===== src/pkg/sgd_pkg.sv =====
// Constants, encodings and carriers of the management/graphics decoder
package sgd_pkg;
    localparam logic [31:0] SGD_COMPAT_LO = 32'h000a_0000;
    localparam logic [31:0] SGD_COMPAT_HI = 32'h000b_ffff;
    localparam logic [31:0] SGD_HIGH_LO = 32'hfeda_0000;
    localparam logic [31:0] SGD_HIGH_HI = 32'hfedb_ffff;
    localparam logic [31:0] SGD_HIGH_DELTA = 32'hfed0_0000;
    localparam logic [31:0] SGD_MDA_LO = 32'h000b_0000;
    localparam logic [31:0] SGD_MDA_HI = 32'h000b_7fff;
    localparam logic [31:0] SGD_MGMT_TOP_SEGMENT_1MB = 32'h0010_0000;
    localparam logic [31:0] SGD_MGMT_TOP_SEGMENT_2MB = 32'h0020_0000;
    localparam logic [31:0] SGD_MGMT_TOP_SEGMENT_8MB = 32'h0080_0000;
    localparam logic [1:0] SGD_MGMT_TOP_SEGMENT_SEL_1MB = 2'h0;
    localparam logic [1:0] SGD_MGMT_TOP_SEGMENT_SEL_2MB = 2'h1;
    localparam logic [1:0] SGD_MGMT_TOP_SEGMENT_SEL_8MB = 2'h2;
    // Config offset of the control-window base register
    localparam logic [7:0] SGD_CTL_BASE_CFG_OFFSET = 8'h14;
    localparam logic [31:0] SGD_CTL_VGA_HI = 32'h0000_0fff;
    localparam logic [31:0] SGD_CTL_INSTR_LO = 32'h0000_1000;
    localparam logic [31:0] SGD_CTL_INSTR_HI = 32'h0000_2fff;
    localparam logic [15:0] SGD_IO_INDEX_OFF = 16'h0000;
    localparam logic [15:0] SGD_IO_DATA_OFF = 16'h0004;
    localparam logic [15:0] SGD_VGA_IO_LO = 16'h03b0;
    localparam logic [15:0] SGD_VGA_IO_HI = 16'h03df;
    localparam logic [15:0] SGD_MONO_IO_HI = 16'h03bf;
    localparam int SGD_GFX_WINDOWS = 3;
    localparam logic [1:0] SGD_WIN_CTL = 2'h0;
    localparam logic [1:0] SGD_WIN_APERTURE = 2'h1;
    localparam logic [1:0] SGD_WIN_TABLE = 2'h2;

    typedef enum logic [1:0] {
        SGD_ORG_CPU = 2'h0,
        SGD_ORG_GPORT = 2'h1,
        SGD_ORG_HUB = 2'h2
    } sgd_origin_e;

    typedef enum logic [2:0] {
        SGD_TGT_NONE = 3'h0,
        SGD_TGT_DRAM = 3'h1,
        SGD_TGT_GFX = 3'h2,
        SGD_TGT_GPORT = 3'h3,
        SGD_TGT_HUB = 3'h4,
        SGD_TGT_ABORT = 3'h5
    } sgd_target_e;

    typedef enum logic [1:0] {
        SGD_ST_IDLE = 2'h0,
        SGD_ST_WAIT = 2'h1
    } sgd_state_e;

    typedef struct packed {
        logic valid;
        logic [31:0] addr;
        sgd_origin_e origin;
        logic write;
        logic code;
        logic smm;
        logic req1N;
    } sgd_mem_req_s;

    typedef struct packed {
        logic globalEn;
        logic highEn;
        logic topSegEn;
        logic [1:0] topSegSize;
        logic openBit;
        logic closeBit;
        logic lockBit;
    } sgd_mgmt_cfg_s;

    typedef struct packed {
        logic valid;
        sgd_target_e target;
        logic [31:0] addr;
        logic [1:0] window;
    } sgd_route_s;

    typedef struct packed {
        logic valid;
        logic write;
        logic [15:0] addr;
        logic [31:0] wdata;
    } sgd_io_req_s;

    typedef struct packed {
        logic valid;
        logic claimed;
        logic [31:0] rdata;
    } sgd_io_rsp_s;

    typedef struct packed {
        logic valid;
        logic write;
        logic [31:0] offset;
        logic [31:0] wdata;
    } sgd_fwd_req_s;
endpackage


===== src/rtl/sgd_range_cmp.sv =====
// Inclusive address range comparator
`timescale 1ns/1ps
`default_nettype none
module sgd_range_cmp #(
    parameter int W = 32
) (
    input wire logic [W-1:0] lo,
    input wire logic [W-1:0] hi,
    input wire logic [W-1:0] addr,
    output logic hit
);
    assign hit = (addr >= lo) && (addr <= hi);
endmodule
`default_nettype wire


===== src/rtl/sgd_index_port.sv =====
// Indexed and legacy I/O access to the graphics control window
`timescale 1ns/1ps
`default_nettype none
module sgd_index_port (
    input wire logic clk,
    input wire logic rst_n,
    input wire logic enable,
    input wire logic monoPresent,
    input wire logic [15:0] ioBase,
    input wire sgd_pkg::sgd_io_req_s ioReq,
    output logic ioReady,
    output sgd_pkg::sgd_io_rsp_s ioRsp,
    output sgd_pkg::sgd_fwd_req_s fwdReq,
    input wire logic fwdDone,
    input wire logic [31:0] fwdRdata
);
    sgd_pkg::sgd_state_e state_q, state_d;
    logic [31:0] pointer_q, pointer_d;
    sgd_pkg::sgd_io_rsp_s rsp_q, rsp_d;
    sgd_pkg::sgd_fwd_req_s fwd_q, fwd_d;
    logic take, hitIdx, hitDat, hitVga;

    assign ioReady = (state_q == sgd_pkg::SGD_ST_IDLE);
    assign take = ioReq.valid && ioReady;
    assign hitIdx = enable && (ioReq.addr == ioBase + sgd_pkg::SGD_IO_INDEX_OFF);
    assign hitDat = enable && (ioReq.addr == ioBase + sgd_pkg::SGD_IO_DATA_OFF);
    // Mono ports belong to the second adapter when it is present
    assign hitVga = enable && (ioReq.addr >= sgd_pkg::SGD_VGA_IO_LO)
        && (ioReq.addr <= sgd_pkg::SGD_VGA_IO_HI)
        && !(monoPresent && ioReq.addr <= sgd_pkg::SGD_MONO_IO_HI);

    always_comb begin
        state_d = state_q;
        pointer_d = pointer_q;
        rsp_d = '0;
        fwd_d = fwd_q;
        case (state_q)
            sgd_pkg::SGD_ST_IDLE: begin
                if (take) begin
                    if (hitIdx) begin
                        rsp_d.valid = 1'b1;
                        rsp_d.claimed = 1'b1;
                        if (ioReq.write) begin
                            pointer_d = ioReq.wdata;
                        end else begin
                            rsp_d.rdata = pointer_q;
                        end
                    end else if (hitDat || hitVga) begin
                        fwd_d.valid = 1'b1;
                        fwd_d.write = ioReq.write;
                        fwd_d.wdata = ioReq.wdata;
                        // Legacy ports land in the low VGA offsets only
                        fwd_d.offset = hitDat ? pointer_q
                            : {16'h0000, ioReq.addr};
                        state_d = sgd_pkg::SGD_ST_WAIT;
                    end else begin
                        rsp_d.valid = 1'b1;
                    end
                end
            end
            sgd_pkg::SGD_ST_WAIT: begin
                if (fwdDone) begin
                    fwd_d = '0;
                    rsp_d.valid = 1'b1;
                    rsp_d.claimed = 1'b1;
                    rsp_d.rdata = fwd_q.write ? 32'h0000_0000 : fwdRdata;
                    state_d = sgd_pkg::SGD_ST_IDLE;
                end
            end
            default: begin
                fwd_d = '0;
                state_d = sgd_pkg::SGD_ST_IDLE;
            end
        endcase
    end

    always_ff @(posedge clk) begin
        if (!rst_n) begin
            state_q <= sgd_pkg::SGD_ST_IDLE;
            pointer_q <= 32'h0000_0000;
            rsp_q <= '0;
            fwd_q <= '0;
        end else begin
            state_q <= state_d;
            pointer_q <= pointer_d;
            rsp_q <= rsp_d;
            fwd_q <= fwd_d;
        end
    end

    assign ioRsp = rsp_q;
    assign fwdReq = fwd_q;
endmodule
`default_nettype wire


===== src/rtl/sgd_decoder.sv =====
// Management RAM and graphics window decoder with indexed I/O access
`timescale 1ns/1ps
`default_nettype none
// Notes on behaviour
// - CPU hits in graphics windows go to graphics when device and function enabled
// - Control-window offsets relative to its base register
// - VGA sets at legacy I/O and low offsets
// - Instruction/interrupt offsets also reachable through the data port
// - Indexed access needs device and function enabled
// - Index port holds and returns written offset
// - Data port accesses register selected by index
// - Top segment 1/2/8 MB below graphics memory
// - Compatible and top segment are not remapped
// - High window remaps onto compatible DRAM
// - Global, high and segment enables select ranges
// - Compatible range under high window follows VGA
// - Only processor may reach management memory
// - Global enable clear denies all management access
// - Open unlocked with close clear grants access outside management mode
// - Lock ignores open; management mode only
// - Close sends data away, code still DRAM
// - Processor writebacks always reach management DRAM
// - Shadow reads and writes routed separately
// - No translation for graphics port requests
// - Denied high window access terminates immediately
module sgd_decoder (
    input wire logic clk,
    input wire logic rst_n,
    input wire sgd_pkg::sgd_mem_req_s memReq,
    input wire sgd_pkg::sgd_mgmt_cfg_s mgmtCfg,
    input wire logic [31:0] topOfLowDram,
    input wire logic [31:0] stolenSize,
    input wire logic legacyVgaRouteEnable,
    input wire logic monoAdapterPresent,
    input wire logic gfxDevEnable,
    input wire logic gfxFuncEnable,
    input wire logic [2:0][31:0] gfxWinBase,
    input wire logic [2:0][31:0] gfxWinMask,
    input wire logic [31:0] shadowLo,
    input wire logic [31:0] shadowHi,
    input wire logic shadowReadDram,
    input wire logic shadowWriteDram,
    output sgd_pkg::sgd_route_s memRoute,
    input wire logic [15:0] gfxIndexedIoBase,
    input wire sgd_pkg::sgd_io_req_s ioReq,
    output logic ioReady,
    output sgd_pkg::sgd_io_rsp_s ioRsp,
    output sgd_pkg::sgd_fwd_req_s fwdReq,
    input wire logic fwdDone,
    input wire logic [31:0] fwdRdata
);
    localparam int SGD_GFX_WINDOWS = sgd_pkg::SGD_GFX_WINDOWS;
    sgd_pkg::sgd_route_s route_q, route_d;
    logic gfxOn, isCpu, writeback;
    logic compEn, highEn, segEn;
    logic inComp, inHigh, inSeg, inMda, inShadow;
    logic hitComp, hitHigh, hitSeg, mgmtHit;
    logic codeOk, dataOk, allow;
    logic [31:0] segBytes, segTop, segLo, segHi;
    logic [SGD_GFX_WINDOWS-1:0] winHit;
    logic [1:0] winSel;
    logic [31:0] winOffset;
    sgd_pkg::sgd_target_e legacyTarget;

    assign gfxOn = gfxDevEnable && gfxFuncEnable;
    assign isCpu = (memReq.origin == sgd_pkg::SGD_ORG_CPU);
    assign writeback = !memReq.req1N;

    // Range enables
    assign compEn = mgmtCfg.globalEn && !mgmtCfg.highEn;
    assign highEn = mgmtCfg.globalEn && mgmtCfg.highEn;
    assign segEn = mgmtCfg.globalEn && mgmtCfg.topSegEn;

    always_comb begin
        case (mgmtCfg.topSegSize)
            sgd_pkg::SGD_MGMT_TOP_SEGMENT_SEL_1MB: segBytes = sgd_pkg::SGD_MGMT_TOP_SEGMENT_1MB;
            sgd_pkg::SGD_MGMT_TOP_SEGMENT_SEL_2MB: segBytes = sgd_pkg::SGD_MGMT_TOP_SEGMENT_2MB;
            sgd_pkg::SGD_MGMT_TOP_SEGMENT_SEL_8MB: segBytes = sgd_pkg::SGD_MGMT_TOP_SEGMENT_8MB;
            default: segBytes = 32'h0000_0000;
        endcase
    end

    // Segment sits directly under the memory stolen for graphics
    assign segTop = topOfLowDram - stolenSize;
    assign segLo = segTop - segBytes;
    assign segHi = segTop - 32'h0000_0001;

    sgd_range_cmp #(.W(32)) u_comp (
        .lo(sgd_pkg::SGD_COMPAT_LO),
        .hi(sgd_pkg::SGD_COMPAT_HI),
        .addr(memReq.addr),
        .hit(inComp)
    );

    sgd_range_cmp #(.W(32)) u_high (
        .lo(sgd_pkg::SGD_HIGH_LO),
        .hi(sgd_pkg::SGD_HIGH_HI),
        .addr(memReq.addr),
        .hit(inHigh)
    );

    sgd_range_cmp #(.W(32)) u_seg (
        .lo(segLo),
        .hi(segHi),
        .addr(memReq.addr),
        .hit(inSeg)
    );

    sgd_range_cmp #(.W(32)) u_mda (
        .lo(sgd_pkg::SGD_MDA_LO),
        .hi(sgd_pkg::SGD_MDA_HI),
        .addr(memReq.addr),
        .hit(inMda)
    );

    sgd_range_cmp #(.W(32)) u_shadow (
        .lo(shadowLo),
        .hi(shadowHi),
        .addr(memReq.addr),
        .hit(inShadow)
    );

    genvar gi;
    generate
        for (gi = 0; gi < SGD_GFX_WINDOWS; gi++) begin : g_win
            sgd_range_cmp #(.W(32)) u_win (
                .lo(gfxWinBase[gi]),
                .hi(gfxWinBase[gi] | gfxWinMask[gi]),
                .addr(memReq.addr),
                .hit(winHit[gi])
            );
        end
    endgenerate

    assign hitComp = compEn && inComp;
    assign hitHigh = highEn && inHigh;
    assign hitSeg = segEn && inSeg && (segBytes != 32'h0000_0000);
    assign mgmtHit = hitComp || hitHigh || hitSeg;

    // Open together with close is left denied rather than guessed at
    assign codeOk = mgmtCfg.globalEn && (memReq.smm
        || (!mgmtCfg.lockBit && mgmtCfg.openBit && !mgmtCfg.closeBit));
    assign dataOk = mgmtCfg.globalEn
        && ((memReq.smm && !mgmtCfg.closeBit)
        || (!mgmtCfg.lockBit && mgmtCfg.openBit && !mgmtCfg.closeBit));
    assign allow = memReq.code ? codeOk : dataOk;

    // Legacy VGA memory: second adapter keeps its mono hole
    assign legacyTarget = (legacyVgaRouteEnable
        && !(monoAdapterPresent && inMda))
        ? sgd_pkg::SGD_TGT_GPORT : sgd_pkg::SGD_TGT_HUB;

    always_comb begin
        winSel = sgd_pkg::SGD_WIN_CTL;
        if (winHit[sgd_pkg::SGD_WIN_TABLE]) begin
            winSel = sgd_pkg::SGD_WIN_TABLE;
        end
        if (winHit[sgd_pkg::SGD_WIN_APERTURE]) begin
            winSel = sgd_pkg::SGD_WIN_APERTURE;
        end
        if (winHit[sgd_pkg::SGD_WIN_CTL]) begin
            winSel = sgd_pkg::SGD_WIN_CTL;
        end
    end

    assign winOffset = memReq.addr - gfxWinBase[winSel];

    always_comb begin
        route_d = '0;
        route_d.valid = memReq.valid;
        route_d.addr = memReq.addr;
        if (!memReq.valid) begin
            route_d.target = sgd_pkg::SGD_TGT_NONE;
        end else if (isCpu && mgmtHit) begin
            if (allow || writeback) begin
                route_d.target = sgd_pkg::SGD_TGT_DRAM;
                if (hitHigh) begin
                    route_d.addr = memReq.addr
                        - sgd_pkg::SGD_HIGH_DELTA;
                end
            end else if (hitHigh) begin
                route_d.target = sgd_pkg::SGD_TGT_ABORT;
            end else if (hitComp) begin
                route_d.target = legacyTarget;
            end else if (memReq.smm && mgmtCfg.closeBit) begin
                route_d.target = sgd_pkg::SGD_TGT_HUB;
            end else begin
                route_d.target = sgd_pkg::SGD_TGT_ABORT;
            end
        end else if (!isCpu && (hitHigh || hitSeg)) begin
            route_d.target = sgd_pkg::SGD_TGT_ABORT;
        end else if (inComp) begin
            // Compatible range off or non-CPU: plain VGA memory
            route_d.target = legacyTarget;
        end else if (isCpu && gfxOn && (|winHit)) begin
            route_d.target = sgd_pkg::SGD_TGT_GFX;
            route_d.window = winSel;
            route_d.addr = winOffset;
        end else if (isCpu && inShadow) begin
            // ROM reads during copy, DRAM reads once shadowed
            if (memReq.write) begin
                route_d.target = shadowWriteDram
                    ? sgd_pkg::SGD_TGT_DRAM : sgd_pkg::SGD_TGT_HUB;
            end else begin
                route_d.target = shadowReadDram
                    ? sgd_pkg::SGD_TGT_DRAM : sgd_pkg::SGD_TGT_HUB;
            end
        end else if (memReq.addr < topOfLowDram) begin
            route_d.target = sgd_pkg::SGD_TGT_DRAM;
        end else begin
            route_d.target = sgd_pkg::SGD_TGT_HUB;
        end
    end

    always_ff @(posedge clk) begin
        if (!rst_n) begin
            route_q <= '0;
        end else begin
            route_q <= route_d;
        end
    end

    assign memRoute = route_q;

    sgd_index_port u_index (
        .clk(clk),
        .rst_n(rst_n),
        .enable(gfxOn),
        .monoPresent(monoAdapterPresent),
        .ioBase(gfxIndexedIoBase),
        .ioReq(ioReq),
        .ioReady(ioReady),
        .ioRsp(ioRsp),
        .fwdReq(fwdReq),
        .fwdDone(fwdDone),
        .fwdRdata(fwdRdata)
    );
endmodule
`default_nettype wire


===== config.mk =====
export PLATFORM = sky130hd
export DESIGN_NAME = sgd_decoder
export DESIGN_NICKNAME = d
export VERILOG_FILES = /design/src/pkg/sgd_pkg.sv /design/src/rtl/sgd_range_cmp.sv /design/src/rtl/sgd_index_port.sv /design/src/rtl/sgd_decoder.sv
export SDC_FILE = /design/constraint.sdc
export NUM_CORES = 1
export LEC_CHECK = 0
export ABC_CLOCK_PERIOD_IN_PS = 7800
export BUFFER_PORTS_ARGS = -buffer_cell sky130_fd_sc_hd__buf_2
export CAP_MARGIN = 10
export CORE_AREA = 2 2 238 240
export DETAILED_ROUTE_END_ITERATION = 10
export DIE_AREA = 0 0 240 242
export PLACE_DENSITY = 0.76
export SYNTH_ARGS = -nofsm -noshare
export SYNTH_HDL_FRONTEND = slang
export SYNTH_HIERARCHICAL = 1
export SYNTH_SLANG_ARGS = --single-unit

===== constraint.sdc =====
create_clock -name clk -period 7.8 [get_ports clk]
set_input_delay 1.56 -clock clk [delete_from_list [all_inputs] [get_ports clk]]
set_output_delay 1.56 -clock clk [all_outputs]
set_load 0.05 [all_outputs]

# After elaboration in Yosys (flattened, before gate mapping)
# Index checks and enable logic that the tools add are counted.
[classes]
addsub = 6
mul = 0
div = 0
n_lt_le_gt_ge = 21
n_eq_ne = 9
shifts = 0
n_mux = 47
bitwise_logic = 6
reduce_logical = 59
[ops]
columns = ["cell", "n"]
rows = [
  ["$mux W66", 4],
  ["$mux W34", 6],
  ["$mux W32", 6],
  ["$ge A32 B32 Y1", 5],
  ["$le A32 B32 Y1", 5],
  ["$pmux W66 S2", 1],
  ["$or A32 B32 Y32", 3],
  ["$sub A32 B32 Y32", 3],
  ["$pmux W24 S3", 1],
  ["$pmux W34 S2", 1],
  ["$bmux W32 S2", 1],
  ["$ge A32 B20 Y1 const B", 2],
  ["$le A32 B20 Y1 const B", 2],
  ["$logic_and A1 B1 Y1", 36],
  ["$mux W3", 12],
  ["$mux W35", 1],
  ["$mux W33", 1],
  ["$eq A16 B16 Y1", 2],
  ["$ge A32 B32 Y1 const B", 1],
  ["$le A16 B10 Y1 const B", 2],
  ["$le A32 B32 Y1 const B", 1],
  ["$lt A32 B32 Y1", 1],
  ["$reduce_bool A32 Y1", 1],
  ["$sub A32 B1 Y32 const B", 1],
  ["18 further kinds", 49],
]
[totals]
regBits = 172
latch_bits = 0
ram_bits = 0
romBits = 0
input_bits = 474
out_inout_bits = 139
word_cells = 161
n_memories = 0

# Logic depth before layout (Yosys ltp)
[depth]
depth_word = 14
mapped_depth = 33
depth_no_buf = 32

# Cells and area by module
# The synthesis kept the hierarchy.
[by_module_without_submodules]
columns = ["mod", "instances", "cells_per_inst", "area_each_um2", "seq_area_each_um2"]
rows = [
  ["sgd_range_cmp", 8, 226, 1604.0, 0.0],
  ["sgd_decoder", 1, 1252, 8529.4, 760.7],
  ["sgd_index_port", 1, 643, 5645.4, 2642.5],
]

# Worst setup path before layout
# OpenSTA, ideal clock, no wires.
[synth_timing]
kind = "input to register"
startpoint = "input port topOfLowDram[0]"
endpoint = "register route_q (netlist bit memRoute[31])"
setup_ns = 0.127
arrival_ns = 7.250
required_ns = 7.673
slack_ns = 0.423
path_stages = 29
n_path_buf = 2
path_cell_list = "inv_1 ha_1 inv_1 fa_1 a211oi_4 o21ai_2 a31oi_4 xnor2_1 or4_1 buf_2 nor4b_4 and3_1 buf_4 nand3b_1 xor2_1 inv_1 ha_1 nand4_1 or4_4 nor3_2 a31oi_1 a311oi_1 a41oi_1 a21oi_1 o21ai_1 a21o_1 a21oi_1 a21oi_1 a21boi_0"
[synth_between]
elab_chain_cells = 11
elab_cells_between_ends = 15
classes_between = "add/sub (3); order compare (2); mux (3); reduce/logical (7)"
[synth_lines]
columns = ["item", "line_no", "rtl"]
rows = [
  ["start: declaration", "sgd_decoder.sv:31", "input wire logic [31:0] topOfLowDram,"],
  ["$sub A32 B32 Y32 *", "sgd_decoder.sv:84", "assign segTop = topOfLowDram - stolenSize;"],
  ["$sub A32 B32 Y32 *", "sgd_decoder.sv:85", "assign segLo = segTop - segBytes;"],
  ["named net segLo[8]", "sgd_decoder.sv:59", "logic [31:0] segBytes, segTop, segLo, segHi;"],
  ["$ge A32 B32 Y1 *", "sgd_range_cmp.sv:12", "assign hit = (addr >= lo) && (addr <= hi);"],
  ["$logic_and A1 B1 Y1 *", "sgd_range_cmp.sv:12", ""],
  ["named net inSeg", "sgd_decoder.sv:56", "logic inComp, inHigh, inSeg, inMda, inShadow;"],
  ["$logic_and A1 B1 Y1 * (2 in a row)", "sgd_decoder.sv:137", "assign hitSeg = segEn && inSeg && (segBytes != 32'h0000_0000);"],
  ["$logic_or A1 B1 Y1", "sgd_decoder.sv:190", "end else if (!isCpu && (hitHigh || hitSeg)) begin"],
  ["$logic_and A1 B1 Y1", "sgd_decoder.sv:190", ""],
  ["$mux W34", "sgd_decoder.sv:190", ""],
  ["$mux W35 *", "sgd_decoder.sv:174", "end else if (isCpu && mgmtHit) begin"],
  ["$mux W34 *", "sgd_decoder.sv:172", "if (!memReq.valid) begin"],
  ["end signal: assignment", "sgd_decoder.sv:219", "route_q <= route_d;"],
  ["end: declaration", "sgd_decoder.sv:53", "sgd_pkg::sgd_route_s route_q, route_d;"],
]
# Mark *: on every way through the listed nets, which the timed path passes. The rest lies on a longest branch.
# A chain may end at the register's enable or synchronous reset.

# Final worst setup path
# Same ends and word-level chain as after synthesis.

==> impl_results.md <==
* Design Power at between 0.003 and 0.004 W
* Share of post-route cells with drive strength above 1 at 21.4%
* Worst Hold Margin at 0.466 ns
* IO Port Bufs at around 610
* Final WL at 102 mm
* Vias in the first global route at 28000
* Slowest stage cell, crit path: a311oi_2
* Grt total ovfl at 0
* Clock tree buffer depth at 2
* Number of top-level pins at 613
* Syn. warnings at 6
* Final Max Slew Viols at 0
* TritonCTS Buffers at 17
* Critical path data arrival time at between 7 and 8 ns
* Status: completed
* Initial core utilization at 48.5%
* Slew @ Worst Pin at 1.30 ns
* Die area at 58100 sq um
* Critical Path RT at 8.10 ns
* FF-to-FF End: u_index/fwdReq[63]
* Layout Nets at 5679
* Register area share after synthesis at 12.6%
* Maximum vdd drop at 0.167 mV
* Max-cap violations at 0
* Root Buffer: clkbuf_16
* Hold path start: u_index/fwdReq[25]
* Worst Hold Path EP: u_index/fwdReq[25]
* Initial antenna violation count at 19
* Clk_lat worst skew at between 0.4 and 0.5 ns
* Total track usage at 33.8%
* Die Span X at between 200 and 250 microns
* GPL Wtd Cong at 1.01
* #FFs+latches synth at 170
* Ys async rst share at 0%
* Period utilisation layout at a little over nine tenths
* HPWL after DPL at 86.2 mm
* R2R Path Start: u_index/fwdReq[65]
* Drt wl/cell at 19.0 microns
* Critical path type: input pin to register
* Hold depth at 2
* Fmax at 134 MHz
* Layout area overhead at 23.3%
* Gate Count Post-Synth at 3703
* Die height at 242 microns
* Worst path most repeated cell: inv_1
* Setup Viol. Count Final at 0
* Post-route minimum period at between 7 and 8 ns
* Reg clk slew, reported paths at 0.06 ns
* Post-layout util at 59.7%
* Global-route wire length before repair at 154 mm
* Final ANT Viol Nets at 0
* EDFF count, synth at 0
* Core area at 55700 sq um
* Setup Fix Bufs, Post-CTS at 0
* Reg2Reg Depth at 4
* Syn Area/Cell at 7.29 sq um
* Hold Path Class: register to register
* Post-CTS sizing at 0
* Max Fanout on Critical Path at 5
* RSZ-0062 raised after global routing: false
* First-iteration detailed-routing DRC count at 2223
* Post-Syn Area at 27000 sq um
* Post-DR vias/cell at between 5 and 6
* Dominant synthesized flop cell: dfxtp_1
* Largest net degree at the start of global routing at 67
* CTS tree: done
* Crit-path max cell delay at 0.41 ns
* Number of remaining DRC errors at 0
* Worst R2R Setup Slack at 5.56 ns
* Clk_skew at 0.0119 ns
* Leak pwr at 18.4 nW
* Row cnt at 87
* Hold-fix buffers, CTS at 0
* Critical Path End Type: register
* Yosys cell types at 91
* Endpoints failing hold at 0
* Via count at roughly 30000
* Slew HR at 12.4%
* CP Launch Type: input pin
* PD cells at 117 nW/um^2
* H-tree levels at 4
* CTS sink cnt at 170
* First drt pass iteration count at 8
## synth_stat cells, types with 10 or more instances
cell type	n	share of area [%]
a2111oi_0	13	0.42
a211oi_1	42	1.2
a21boi_0	35	0.97
a21o_1	81	2.3
a21oi_1	307	5.7
a221o_1	10	0.37
a221oi_1	33	1.1
a22oi_1	35	0.97
a311oi_1	10	0.32
a31oi_1	26	0.60
a32o_1	22	0.82
and2_1	14	0.32
and3_1	23	0.53
and4_1	23	0.75
clkbuf_1	78	1.1
dfxtp_1	170	13
ha_1	610	28
inv_1	629	8.7
mux2i_1	44	1.6
nand2_1	368	5.1
nand2b_1	12	0.28
nand3_1	121	2.2
nand4_1	94	2.2
nor2_1	199	2.8
nor2b_1	48	1.1
nor3_1	28	0.52
nor4_1	13	0.30
o211ai_1	12	0.33
o21a_1	10	0.28
o21ai_0	150	2.8
o22ai_1	42	0.97
or2_2	102	2.4
or3_1	10	0.23
xnor2_1	67	2.2
xor2_1	35	1.1
## through the flow
stage	worst slack (ns)	cells	instance area [sq um]	setup TNS (ns)
CTS	0.114	5360	33200	0
global route	0.00827	5370	33300	0
detailed placement	-0.342	5329	32600	-6.82
global placement	-0.205	5329	32600	-2.22
floorplan	0.423	3893	27700	0
finish	0.337	5371	33300	0
## cells in the final DEF, fill, tap and decap left out, types with 12 or more instances in the layout
cell and count:
inv_1 629, buf_2 611, ha_1 609, nand2_1 368, a21oi_1 305, nor2_1 194
conb_1 192, dfxtp_1 170, buf_4 165, o21ai_0 149, nand3_1 121, or2_2 102
nand4_1 94, a21o_1 81, xnor2_1 66, nor2b_1 47, mux2i_1 44, a211oi_1 42
o22ai_1 42, a22oi_1 35, xor2_1 35, a21boi_0 35, a221oi_1 32, nor3_1 27
a31oi_1 26, and4_1 23, a32o_1 22, and3_1 21, clkbuf_16 17, and2_1 13
nand2b_1 12, o211ai_1 12, nor4_1 12, a2111oi_0 12
## critical path: cells and delay by family
kind | cells | cell delay, ns
adder cells (fa/ha/maj) | 5 | 1.19
AO/OA/AOI/OAI | 16 | 3.07
AND/OR/NAND/NOR | 5 | 0.86
XOR/XNOR | 1 | 0.18
buffers and inverters | 8 | 0.90
## report_power, final
group	internal (W)	switching [W]	leakage (nW)	total, W
sequential	0.000880	0.00000450	1.38	0.000885
combinational	0.000889	0.00130	16.7	0.00219
clock	0.000451	0.000382	0.280	0.000833
total	0.00222	0.00168	18.4	0.00390
## layout make-up
cell class	instances	area, sq um
fill	5418	22400
clock buffer	17	425
sequential	170	3400
timing repair buffer	777	4320
antenna	11	27.5
multi-input combinational	2997	21700
inverter	629	2360
tap	756	946
clock inverter	14	153
## flip-flops by register name (all words and copies together), names as in the netlist
name,cells
u_index/fwdReq,66
memRoute,38
u_index/pointer_q,32
u_index/ioRsp,34
## routing by layer
| metal | global-route usage, % | up-vias | part of all wire, % |
|---|---|---|---|
| li1 | - | 14700 | - |
| met1 | 44.2 | 13700 | 43 |
| met2 | 56.2 | 1270 | 46 |
| met3 | 4.58 | 207 | 7.8 |
| met4 | 12.8 | 12 | 3.5 |
| met5 | 0 | - | 0.069 |
## worst max path at each step
stage / from / endpoint / slack, ns / depth (start not counted)
after floorplan: topOfLowDram[0] / memRoute[31] / 0.42 / 29
after global placement: topOfLowDram[0] / memRoute[31] / -0.20 / 31
after detailed placement: topOfLowDram[0] / memRoute[31] / -0.34 / 31
after CTS: topOfLowDram[0] / memRoute[31] / 0.11 / 31
after global routing: topOfLowDram[0] / memRoute[31] / 0.008 / 35
final: topOfLowDram[0] / memRoute[31] / 0.34 / 35
## logic make-up after synthesis
group / Yosys count / share of synthesized area (%)
other: 2 / 0.0278
AND/OR/NAND/NOR: 1125 / 21.4
buffers and inverters: 726 / 10.3
multiplexers: 44 / 1.63
AO/OA/AOI/OAI: 921 / 22.2
XOR/XNOR: 102 / 3.31
flip-flops: 170 / 12.6
adder cells (fa/ha/maj): 613 / 28.5
No activity file was read; power rests on OpenSTA's default activity.
